`src/uxc_pkg.sv`:
```
package uxc_pkg;
  localparam int          UXC_DATA_W    = 8;
  localparam int          UXC_TXF_DEPTH = 16;
  // extra_features_control bit positions
  localparam int          UXC_B_IRDA    = 7;
  localparam int          UXC_B_RTS_INV = 5;
  localparam int          UXC_B_TX_RTS  = 4;
  localparam int          UXC_B_TX_INH  = 2;
  localparam int          UXC_B_RX_INH  = 1;
  localparam int          UXC_B_MDROP   = 0;
  localparam logic [7:0]  UXC_EXTRA_FEATURES_CONTROL_RST  = 8'h00;
  // bits 6 and 3 are reserved
  localparam logic [7:0]  UXC_EXTRA_FEATURES_CONTROL_WMSK = 8'hB7;
  localparam logic        UXC_PAR_ADDR  = 1'b1;
endpackage
```
`src/uxc_ctrl.sv`:
```
`timescale 1ns/100ps
// Overview of operation
// - bit 7 picks infrared pulse: 0 three-sixteenths, 1 quarter bit.
// - bit 5 inverts RTS in automatic direction mode.
// - bit 4 gives RTS to the transmitter; clear means no influence.
// - with bit 4 set, transmitter beats modem bit and flow control.
// - RTS low once a character is written, high after last bit.
// - bit 2 stops new characters; current one finishes; FIFO still fills.
// - bit 1 stops receiving at once and flushes the shifter.
// - bit 0 enables 9-bit multidrop; parity one marks an address.
// - multidrop, receiver off: drop data, store address with error flag.
// - receiver left on flags parity error on next address.
// - auto detect drops data while receiver off, and non-matching addresses.
// - matching address enables receiver, stored with parity, interrupt.
// - later non-matching address disables receiver and is dropped.

module uxc_fifo #(
  parameter int W     = 8,
  parameter int DEPTH = 16
) (
  input  wire logic         core_clk,  // clock
  input  wire logic         rst,       // sync reset
  input  wire logic         ce,        // clock enable
  input  wire logic         in_valid,  // write request
  input  wire logic [W-1:0] in_data,   // write data
  output logic              in_ready,  // room for a word
  output logic              out_valid, // word available
  output logic [W-1:0]      out_data,  // head word
  input  wire logic         out_ready  // drain side takes head
);
  localparam int AW = $clog2(DEPTH);
  localparam logic [AW:0] FULL_CNT = (AW+1)'(DEPTH);

  typedef struct packed {
    logic [DEPTH-1:0][W-1:0] mem;
    logic [AW-1:0]           wp;
    logic [AW-1:0]           rp;
    logic [AW:0]             cnt;
    logic                    rdy;
  } uxc_fifo_st_t;

  uxc_fifo_st_t st_r;
  uxc_fifo_st_t st_nxt;
  logic         push;
  logic         pop;

  assign out_valid = (st_r.cnt != '0);
  assign out_data  = st_r.mem[st_r.rp];
  assign in_ready  = st_r.rdy;
  assign push      = in_valid & st_r.rdy;
  assign pop       = out_valid & out_ready;

  always_comb begin
    st_nxt = st_r;
    if (push) begin
      st_nxt.mem[st_r.wp] = in_data;
      st_nxt.wp           = st_r.wp + 1'b1;
    end
    if (pop) begin
      st_nxt.rp = st_r.rp + 1'b1;
    end
    st_nxt.cnt = st_r.cnt + (AW+1)'(push) - (AW+1)'(pop);
    // registered so the writer sees ready without a comparator in front
    st_nxt.rdy = (st_nxt.cnt != FULL_CNT);
  end

  always_ff @(posedge core_clk) begin
    if (rst) begin
      st_r     <= '0;
      st_r.rdy <= 1'b1;
    end else if (ce) begin
      st_r <= st_nxt;
    end
  end
endmodule

module uxc_ctrl
  import uxc_pkg::*;
(
  input  wire logic                  core_clk,     // 125 MHz clock
  input  wire logic                  rst,          // sync reset, high
  input  wire logic                  ce,           // clock enable
  input  wire logic                  sw_reset,     // software reset pulse
  input  wire logic                  extra_features_control_wr_en,   // control register write
  input  wire logic [7:0]            extra_features_control_wdata,   // write data
  output logic [7:0]                 extra_features_control_rdata,   // read data
  input  wire logic                  mcr_rts,      // modem_control_register RTS level
  input  wire logic                  hw_flow_en,   // hardware flow control on
  input  wire logic                  hw_flow_rts,  // RTS level from flow control
  input  wire logic                  special_char_en, // enhanced_features_register bit 5
  input  wire logic [7:0]            second_pause_character, // station address
  input  wire logic                  ls_irq_en,    // interrupt_enable_register bit 2
  input  wire logic                  tx_wr_valid,  // host writes a character
  input  wire logic [UXC_DATA_W-1:0] tx_wr_data,   // character
  output logic                       tx_wr_ready,  // transmit FIFO has room
  output logic                       tx_sh_valid,  // character for shifter
  output logic [UXC_DATA_W-1:0]      tx_sh_data,   // character data
  input  wire logic                  tx_sh_ready,  // shifter takes character
  input  wire logic                  tx_sh_busy,   // shifter sending bits
  input  wire logic                  rx_char_valid, // shifter delivers a char
  input  wire logic [UXC_DATA_W-1:0] rx_char_data, // received data
  input  wire logic                  rx_char_parity, // received ninth bit
  input  wire logic                  rx_char_perr, // parity check failed
  output logic                       rx_enable,    // shifter may receive
  output logic                       rx_flush,     // push partial char, pulse
  output logic                       rx_push_valid, // write to receive FIFO
  output logic [UXC_DATA_W-1:0]      rx_push_data, // data to receive FIFO
  output logic                       rx_push_perr, // parity error position
  output logic                       ls_irq,       // line status event, pulse
  output logic                       rts_n,        // RTS pin level
  output logic                       irda_quarter  // quarter-bit infrared pulse
);
  import uxc_pkg::*;

  typedef struct packed {
    logic [7:0]            extra_features_control;
    logic                  rts;
    logic                  hold_v;
    logic [UXC_DATA_W-1:0] hold_d;
    logic                  push_v;
    logic [UXC_DATA_W-1:0] push_d;
    logic                  push_perr;
    logic                  lsi;
    logic                  flush;
    logic                  rx_en;
  } uxc_top_st_t;

  uxc_top_st_t           st_r;
  uxc_top_st_t           st_nxt;
  logic                  fifo_valid;
  logic [UXC_DATA_W-1:0] fifo_data;
  logic                  fifo_pop_rdy;
  logic                  fifo_in_rdy;
  logic                  pending;
  logic                  is_addr;
  logic                  match;
  logic                  auto_det;
  logic                  mdrop;

  uxc_fifo #(.W(UXC_DATA_W), .DEPTH(UXC_TXF_DEPTH)) u_txf (
    .core_clk  (core_clk),
    .rst       (rst | sw_reset),
    .ce        (ce),
    .in_valid  (tx_wr_valid),
    .in_data   (tx_wr_data),
    .in_ready  (fifo_in_rdy),
    .out_valid (fifo_valid),
    .out_data  (fifo_data),
    .out_ready (fifo_pop_rdy)
  );

  // hold stage keeps tx_sh_* straight from flops
  assign fifo_pop_rdy = ~st_r.extra_features_control[UXC_B_TX_INH] & (~st_r.hold_v | tx_sh_ready);
  assign pending  = (tx_wr_valid & fifo_in_rdy) | fifo_valid | st_r.hold_v | tx_sh_busy;
  assign mdrop    = st_r.extra_features_control[UXC_B_MDROP];
  assign is_addr  = mdrop & (rx_char_parity == UXC_PAR_ADDR);
  assign auto_det = mdrop & special_char_en;
  assign match    = (rx_char_data == second_pause_character);

  always_comb begin
    st_nxt        = st_r;
    st_nxt.push_v = 1'b0;
    st_nxt.lsi    = 1'b0;
    st_nxt.flush  = 1'b0;
    if (extra_features_control_wr_en) begin
      st_nxt.extra_features_control = extra_features_control_wdata & UXC_EXTRA_FEATURES_CONTROL_WMSK;
    end
    // transmit hold stage
    if (fifo_valid & fifo_pop_rdy) begin
      st_nxt.hold_v = 1'b1;
      st_nxt.hold_d = fifo_data;
    end else if (tx_sh_ready) begin
      st_nxt.hold_v = 1'b0;
    end
    // receive classification; address logic wins over a same-cycle host write
    if (rx_char_valid) begin
      st_nxt.push_d = rx_char_data;
      if (auto_det) begin
        if (is_addr & match) begin
          st_nxt.extra_features_control[UXC_B_RX_INH] = 1'b0;
          st_nxt.push_v    = 1'b1;
          st_nxt.push_perr = rx_char_parity;
          st_nxt.lsi       = ls_irq_en;
        end else if (is_addr) begin
          st_nxt.extra_features_control[UXC_B_RX_INH] = 1'b1;
        end else begin
          st_nxt.push_v    = ~st_r.extra_features_control[UXC_B_RX_INH];
          st_nxt.push_perr = 1'b0;
        end
      end else if (mdrop) begin
        // forced parity zero makes every address a parity error
        st_nxt.push_v    = is_addr | ~st_r.extra_features_control[UXC_B_RX_INH];
        st_nxt.push_perr = is_addr;
        st_nxt.lsi       = is_addr & ls_irq_en;
      end else begin
        st_nxt.push_v    = ~st_r.extra_features_control[UXC_B_RX_INH];
        st_nxt.push_perr = rx_char_perr;
        st_nxt.lsi       = rx_char_perr & ~st_r.extra_features_control[UXC_B_RX_INH] & ls_irq_en;
      end
    end
    // multidrop keeps the shifter running to watch for addresses
    st_nxt.rx_en = ~st_nxt.extra_features_control[UXC_B_RX_INH] | st_nxt.extra_features_control[UXC_B_MDROP];
    st_nxt.flush = st_nxt.extra_features_control[UXC_B_RX_INH] & ~st_r.extra_features_control[UXC_B_RX_INH];
    // flow control assumed off by host while transmitter owns RTS
    if (st_r.extra_features_control[UXC_B_TX_RTS]) begin
      st_nxt.rts = st_r.extra_features_control[UXC_B_RTS_INV] ? pending : ~pending;
    end else begin
      st_nxt.rts = hw_flow_en ? hw_flow_rts : mcr_rts;
    end
  end

  always_ff @(posedge core_clk) begin
    if (rst | sw_reset) begin
      st_r        <= '0;
      st_r.extra_features_control   <= UXC_EXTRA_FEATURES_CONTROL_RST;
      st_r.rts    <= 1'b1;
      st_r.rx_en  <= 1'b1;
    end else if (ce) begin
      st_r <= st_nxt;
    end
  end

  assign extra_features_control_rdata    = st_r.extra_features_control;
  assign tx_wr_ready   = fifo_in_rdy;
  assign tx_sh_valid   = st_r.hold_v;
  assign tx_sh_data    = st_r.hold_d;
  assign rx_enable     = st_r.rx_en;
  assign rx_flush      = st_r.flush;
  assign rx_push_valid = st_r.push_v;
  assign rx_push_data  = st_r.push_d;
  assign rx_push_perr  = st_r.push_perr;
  assign ls_irq        = st_r.lsi;
  assign rts_n         = st_r.rts;
  assign irda_quarter  = st_r.extra_features_control[UXC_B_IRDA];

  rsv_bits_a: assert property (@(posedge core_clk) disable iff (rst)
    extra_features_control_rdata[6] == 1'b0 && extra_features_control_rdata[3] == 1'b0)
    else $error("reserved control bits not zero");

  irda_sel_a: assert property (@(posedge core_clk) disable iff (rst)
    ce && !sw_reset && extra_features_control_wr_en |=> irda_quarter == $past(extra_features_control_wdata[UXC_B_IRDA]))
    else $error("infrared pulse select does not follow bit 7");

  rts_auto_a: assert property (@(posedge core_clk) disable iff (rst)
    ce && !sw_reset && st_r.extra_features_control[UXC_B_TX_RTS] && !st_r.extra_features_control[UXC_B_RTS_INV]
    && tx_wr_valid && tx_wr_ready |=> !rts_n)
    else $error("RTS not low after a character was written");

  rts_inv_a: assert property (@(posedge core_clk) disable iff (rst)
    ce && !sw_reset && st_r.extra_features_control[UXC_B_TX_RTS] && st_r.extra_features_control[UXC_B_RTS_INV]
    && !pending |=> !rts_n)
    else $error("inverted RTS not low after last bit");

  rts_manual_a: assert property (@(posedge core_clk) disable iff (rst)
    ce && !sw_reset && !st_r.extra_features_control[UXC_B_TX_RTS] && !hw_flow_en |=> rts_n == $past(mcr_rts))
    else $error("RTS not from modem bit when transmitter does not own it");

  tx_inhibit_a: assert property (@(posedge core_clk) disable iff (rst)
    ce && !sw_reset && st_r.extra_features_control[UXC_B_TX_INH] && !tx_sh_valid |=> !tx_sh_valid)
    else $error("new character started while transmitter inhibited");

  rx_drop_a: assert property (@(posedge core_clk) disable iff (rst)
    ce && !sw_reset && rx_char_valid && mdrop && !special_char_en
    && st_r.extra_features_control[UXC_B_RX_INH] && !rx_char_parity |=> !rx_push_valid)
    else $error("data kept while multidrop receiver disabled");

  rx_addr_a: assert property (@(posedge core_clk) disable iff (rst)
    ce && !sw_reset && rx_char_valid && mdrop && !special_char_en && rx_char_parity
    |=> rx_push_valid && rx_push_perr && ls_irq == $past(ls_irq_en))
    else $error("address not stored with parity error");

  auto_en_a: assert property (@(posedge core_clk) disable iff (rst)
    ce && !sw_reset && rx_char_valid && auto_det && rx_char_parity && match
    |=> rx_push_valid && rx_push_perr && !extra_features_control_rdata[UXC_B_RX_INH])
    else $error("matching address did not enable receiver");

  auto_dis_a: assert property (@(posedge core_clk) disable iff (rst)
    ce && !sw_reset && rx_char_valid && auto_det && rx_char_parity && !match
    |=> !rx_push_valid && extra_features_control_rdata[UXC_B_RX_INH])
    else $error("foreign address did not disable receiver");
endmodule

```
`config.mk`:
```
export PLATFORM = sky130hd
export DESIGN_NAME = uxc_ctrl
export DESIGN_NICKNAME = d
export VERILOG_FILES = /design/src/uxc_pkg.sv /design/src/uxc_ctrl.sv
export SDC_FILE = /design/constraint.sdc
export NUM_CORES = 1
export LEC_CHECK = 0
export BUFFER_PORTS_ARGS = -buffer_cell sky130_fd_sc_hd__buf_2
export CAP_MARGIN = 20
export CELL_PAD_IN_SITES_DETAIL_PLACEMENT = 0
export CELL_PAD_IN_SITES_GLOBAL_PLACEMENT = 1
export CORE_MARGIN = 8
export CORE_UTILIZATION = 45
export CTS_CLUSTER_SIZE = 16
export DETAILED_ROUTE_END_ITERATION = 7
export GPL_TIMING_DRIVEN = 0
export PLACE_DENSITY_LB_ADDON = 0.05
export SKIP_CTS_REPAIR_TIMING = 1
export SLEW_MARGIN = 20
export SYNTH_ARGS = -nofsm -noshare
export SYNTH_HDL_FRONTEND = slang
export SYNTH_SLANG_ARGS = --single-unit
```
`constraint.sdc`:
```
create_clock -name core_clk -period 3.9 [get_ports core_clk]
set_input_delay 0.585 -clock core_clk [delete_from_list [all_inputs] [get_ports core_clk]]
set_output_delay 0.585 -clock core_clk [all_outputs]
set_load 0.05 [all_outputs]
```
==> qor.txt <==
Outcome -> finished clean
CP Data Arrival Time -> 3830 ps
Initial antenna violation count -> 0
Max-Cap Viols -> 0
Max-slew violations -> 0
CTS tree -> built
Period utilisation layout -> 89.0%
GR Overflow Total -> 0
Top Ports -> 81
Sequential area share after synthesis -> 42.9%
Tot Pwr -> 3.98 mW
Main flop type after synthesis -> dfxtp_1
1st-iter DRT viols -> 589
Root buffer cell -> clkbuf_16
Max clock buf depth -> 2
Latest clock arrival within the worst-skew pair -> 430 ps
Largest net degree at the start of global routing -> 17
Top-area cell type share of the netlist area -> 42.9%
Syn Inst Count -> 878
Number of global-route vias before repair -> 6846
Final setup fails -> 0
Initial core utilization -> 46.0%
Critical path cell sequence -> inv_1, ha_1, nor4b_2, nor3_1, ha_1, inv_1, ha_1, fa_1, and3b_1, or4_1, a2111o_1, o21ai_0
Final worst slack -> 429 ps
Final instance area -> 9230 um^2
Worst-path clk slew -> 70 ps
Most used cell, CP -> ha_1
Fin nets -> 1032
P_leak -> 3.29 nW
Number of antenna diodes -> 0
Final core utilization -> 53.2%
Gpl congestion -> 0.874
VDD IR-drop max -> 0.000333 V
Worst Setup Start Kind -> flop
Mapped cell area -> 7990 um^2
EDFF count, synth -> 0
Die X -> 149 um
Count of warnings emitted by yosys -> 0
Layout area overhead -> 15.6%
Total Wirelength -> 25000 um
TritonCTS Sinks -> 171
Remaining DRCs -> 0
Inst Count DP -> 1178
Non-Filler Instances -> 1209
Crit path time final -> 3470 ps
Max Clk Rate -> 0.288 GHz
Gr usage total -> 22.8%
Worst Setup End Kind -> flop
Seq cells post-synth -> 171
Wirelength per Cell -> 20.7 um
Core Rows -> 48
Hold_ws -> 410 ps
Worst-margin pin slew -> 1020 ps
Core area -> 17400 um^2
Total CTS buffers -> 17
First-pass GRT wire length -> 39100 um
Commonest non-fill, non-tap cells in the layout -> dfxtp_1 (171), nand2_1 (130), a21oi_1 (122), o21ai_0 (109), buf_2 (81)
Post-DP Area -> 8640 um^2
Vias -> 7001
Critical path type -> flop to flop
PortBufs -> 74
Die area -> 22300 um^2
Critical path's slowest cell -> or4_1
Synth Area per Inst -> 9.10 um^2
Setup tns final -> 0 ps
Delay-heaviest family, CP -> simple AND/OR/NAND/NOR gates
Clk_skew -> 6.18 ps
Antenna Nets Post-Route -> 0
Most common cell after layout, fill and taps aside -> dfxtp_1
Die Ht -> 149 um
Post-synth ARST share -> 0%
Via/cell ratio -> 5.79
Highest cell delay on the worst timing path -> 500 ps
Drt first pass iters -> 5
H-tree depth -> 4
Hold WC Path Type -> primary input to flop
Bufs and invs on worst path -> 2
RSZ-0062 raised after global routing -> no
Post-DP HPWL -> 18500 um
Synth area leader -> dfxtp_1
Pwr Density -> 431 nW/um^2
CP Max Fanout -> 4
Synth area leaders -> dfxtp_1 (43%), mux4_2 (8.5%), a21oi_1 (7.6%)
Hold Vio Cnt, Final -> 0
Layout cells sized above 1 -> 16.8%
Dpl ws -> 450 ps
Worst path required time -> 4260 ps
Slew margin rel. -> 31.8%
Yosys cell types -> 54
==> cell usage after synthesis (3+ instances only) <==
cell type / count
xnor2_1: 11
a21oi_1: 122
nand2b_1: 3
dfxtp_1: 171
nand2_1: 130
buf_2: 7
a2111oi_4: 7
inv_1: 11
nor3_1: 3
nand4_1: 9
buf_4: 5
mux4_2: 30
o21ai_0: 109
buf_6: 6
clkbuf_1: 52
and2_1: 3
nor2_1: 61
nor2b_1: 13
nand3_1: 13
ha_1: 11
or3_1: 3
a211oi_1: 13
mux2i_1: 45
==> layout make-up <==
cell class	instances	area, um^2
fill	1641	8130
tap	225	282
sequential	171	3420
timing repair buffer	74	370
buffer	72	343
clock buffer	21	470
inverter	12	45.0
multi-input combinational	624	4180
clock inverter	10	118
==> final timing paths <==
path / startpoint / to / slack [ps] / depth (start not counted)
max: u_txf.st_r[4]$_SDFFE_PP0P_ / u_txf.st_r[5]$_SDFFE_PP0P_ / 430 / 12
min: extra_features_control_wdata[7] / extra_features_control_rdata[7]$_SDFFE_PP0P_ / 410 / 3
max reg2reg: u_txf.st_r[4]$_SDFFE_PP0P_ / u_txf.st_r[5]$_SDFFE_PP0P_ / 430 / 12
min reg2reg: rx_push_data[2]$_SDFFE_PP0P_ / rx_push_data[2]$_SDFFE_PP0P_ / 460 / 2
==> routing by layer <==
layer,up-vias,share of wire [%],track usage [%]
li1,3305,-,-
met1,3401,45,30.8
met2,262,46,36.1
met3,33,6.9,4.79
met4,0,1.9,6.76
met5,-,0,0
==> worst register-to-register path: stages (launching register included) <==
cell,delay [ps]
dfxtp_1,320
inv_1,140
ha_1,180
nor4b_2,430
nor3_1,150
ha_1,310
inv_1,40
ha_1,220
fa_1,410
and3b_1,220
or4_1,500
a2111o_1,410
o21ai_0,70
==> kinds of logic after synthesis <==
group / synth area share, %
AO/OA/AOI/OAI: 19.8
AND/OR/NAND/NOR: 14.0
flip-flops: 42.9
buffers and inverters: 4.86
multiplexers: 14.8
XOR/XNOR: 1.71
adder cells (fa/ha/maj): 1.97
other: 0.0470
==> power breakdown <==
group	total (mW)	leakage (nW)	switching (mW)	internal, mW
registers	1.79	1.38	0.0198	1.77
clock network	1.70	0.277	0.709	0.990
logic	0.492	1.64	0.309	0.183
==> sequential cells by signal, indices dropped and copies added, names as in the netlist <==
signal and flops:
rx_push_valid 1, u_txf.st_r 141, rx_flush 1, extra_features_control_rdata 6, u_txf.in_ready 1, rts_n 1, ls_irq 1, rx_push_data 8
rx_push_perr 1, tx_sh_valid 1, rx_enable 1, tx_sh_data 8
No activity file was read; power rests on OpenSTA's default activity.
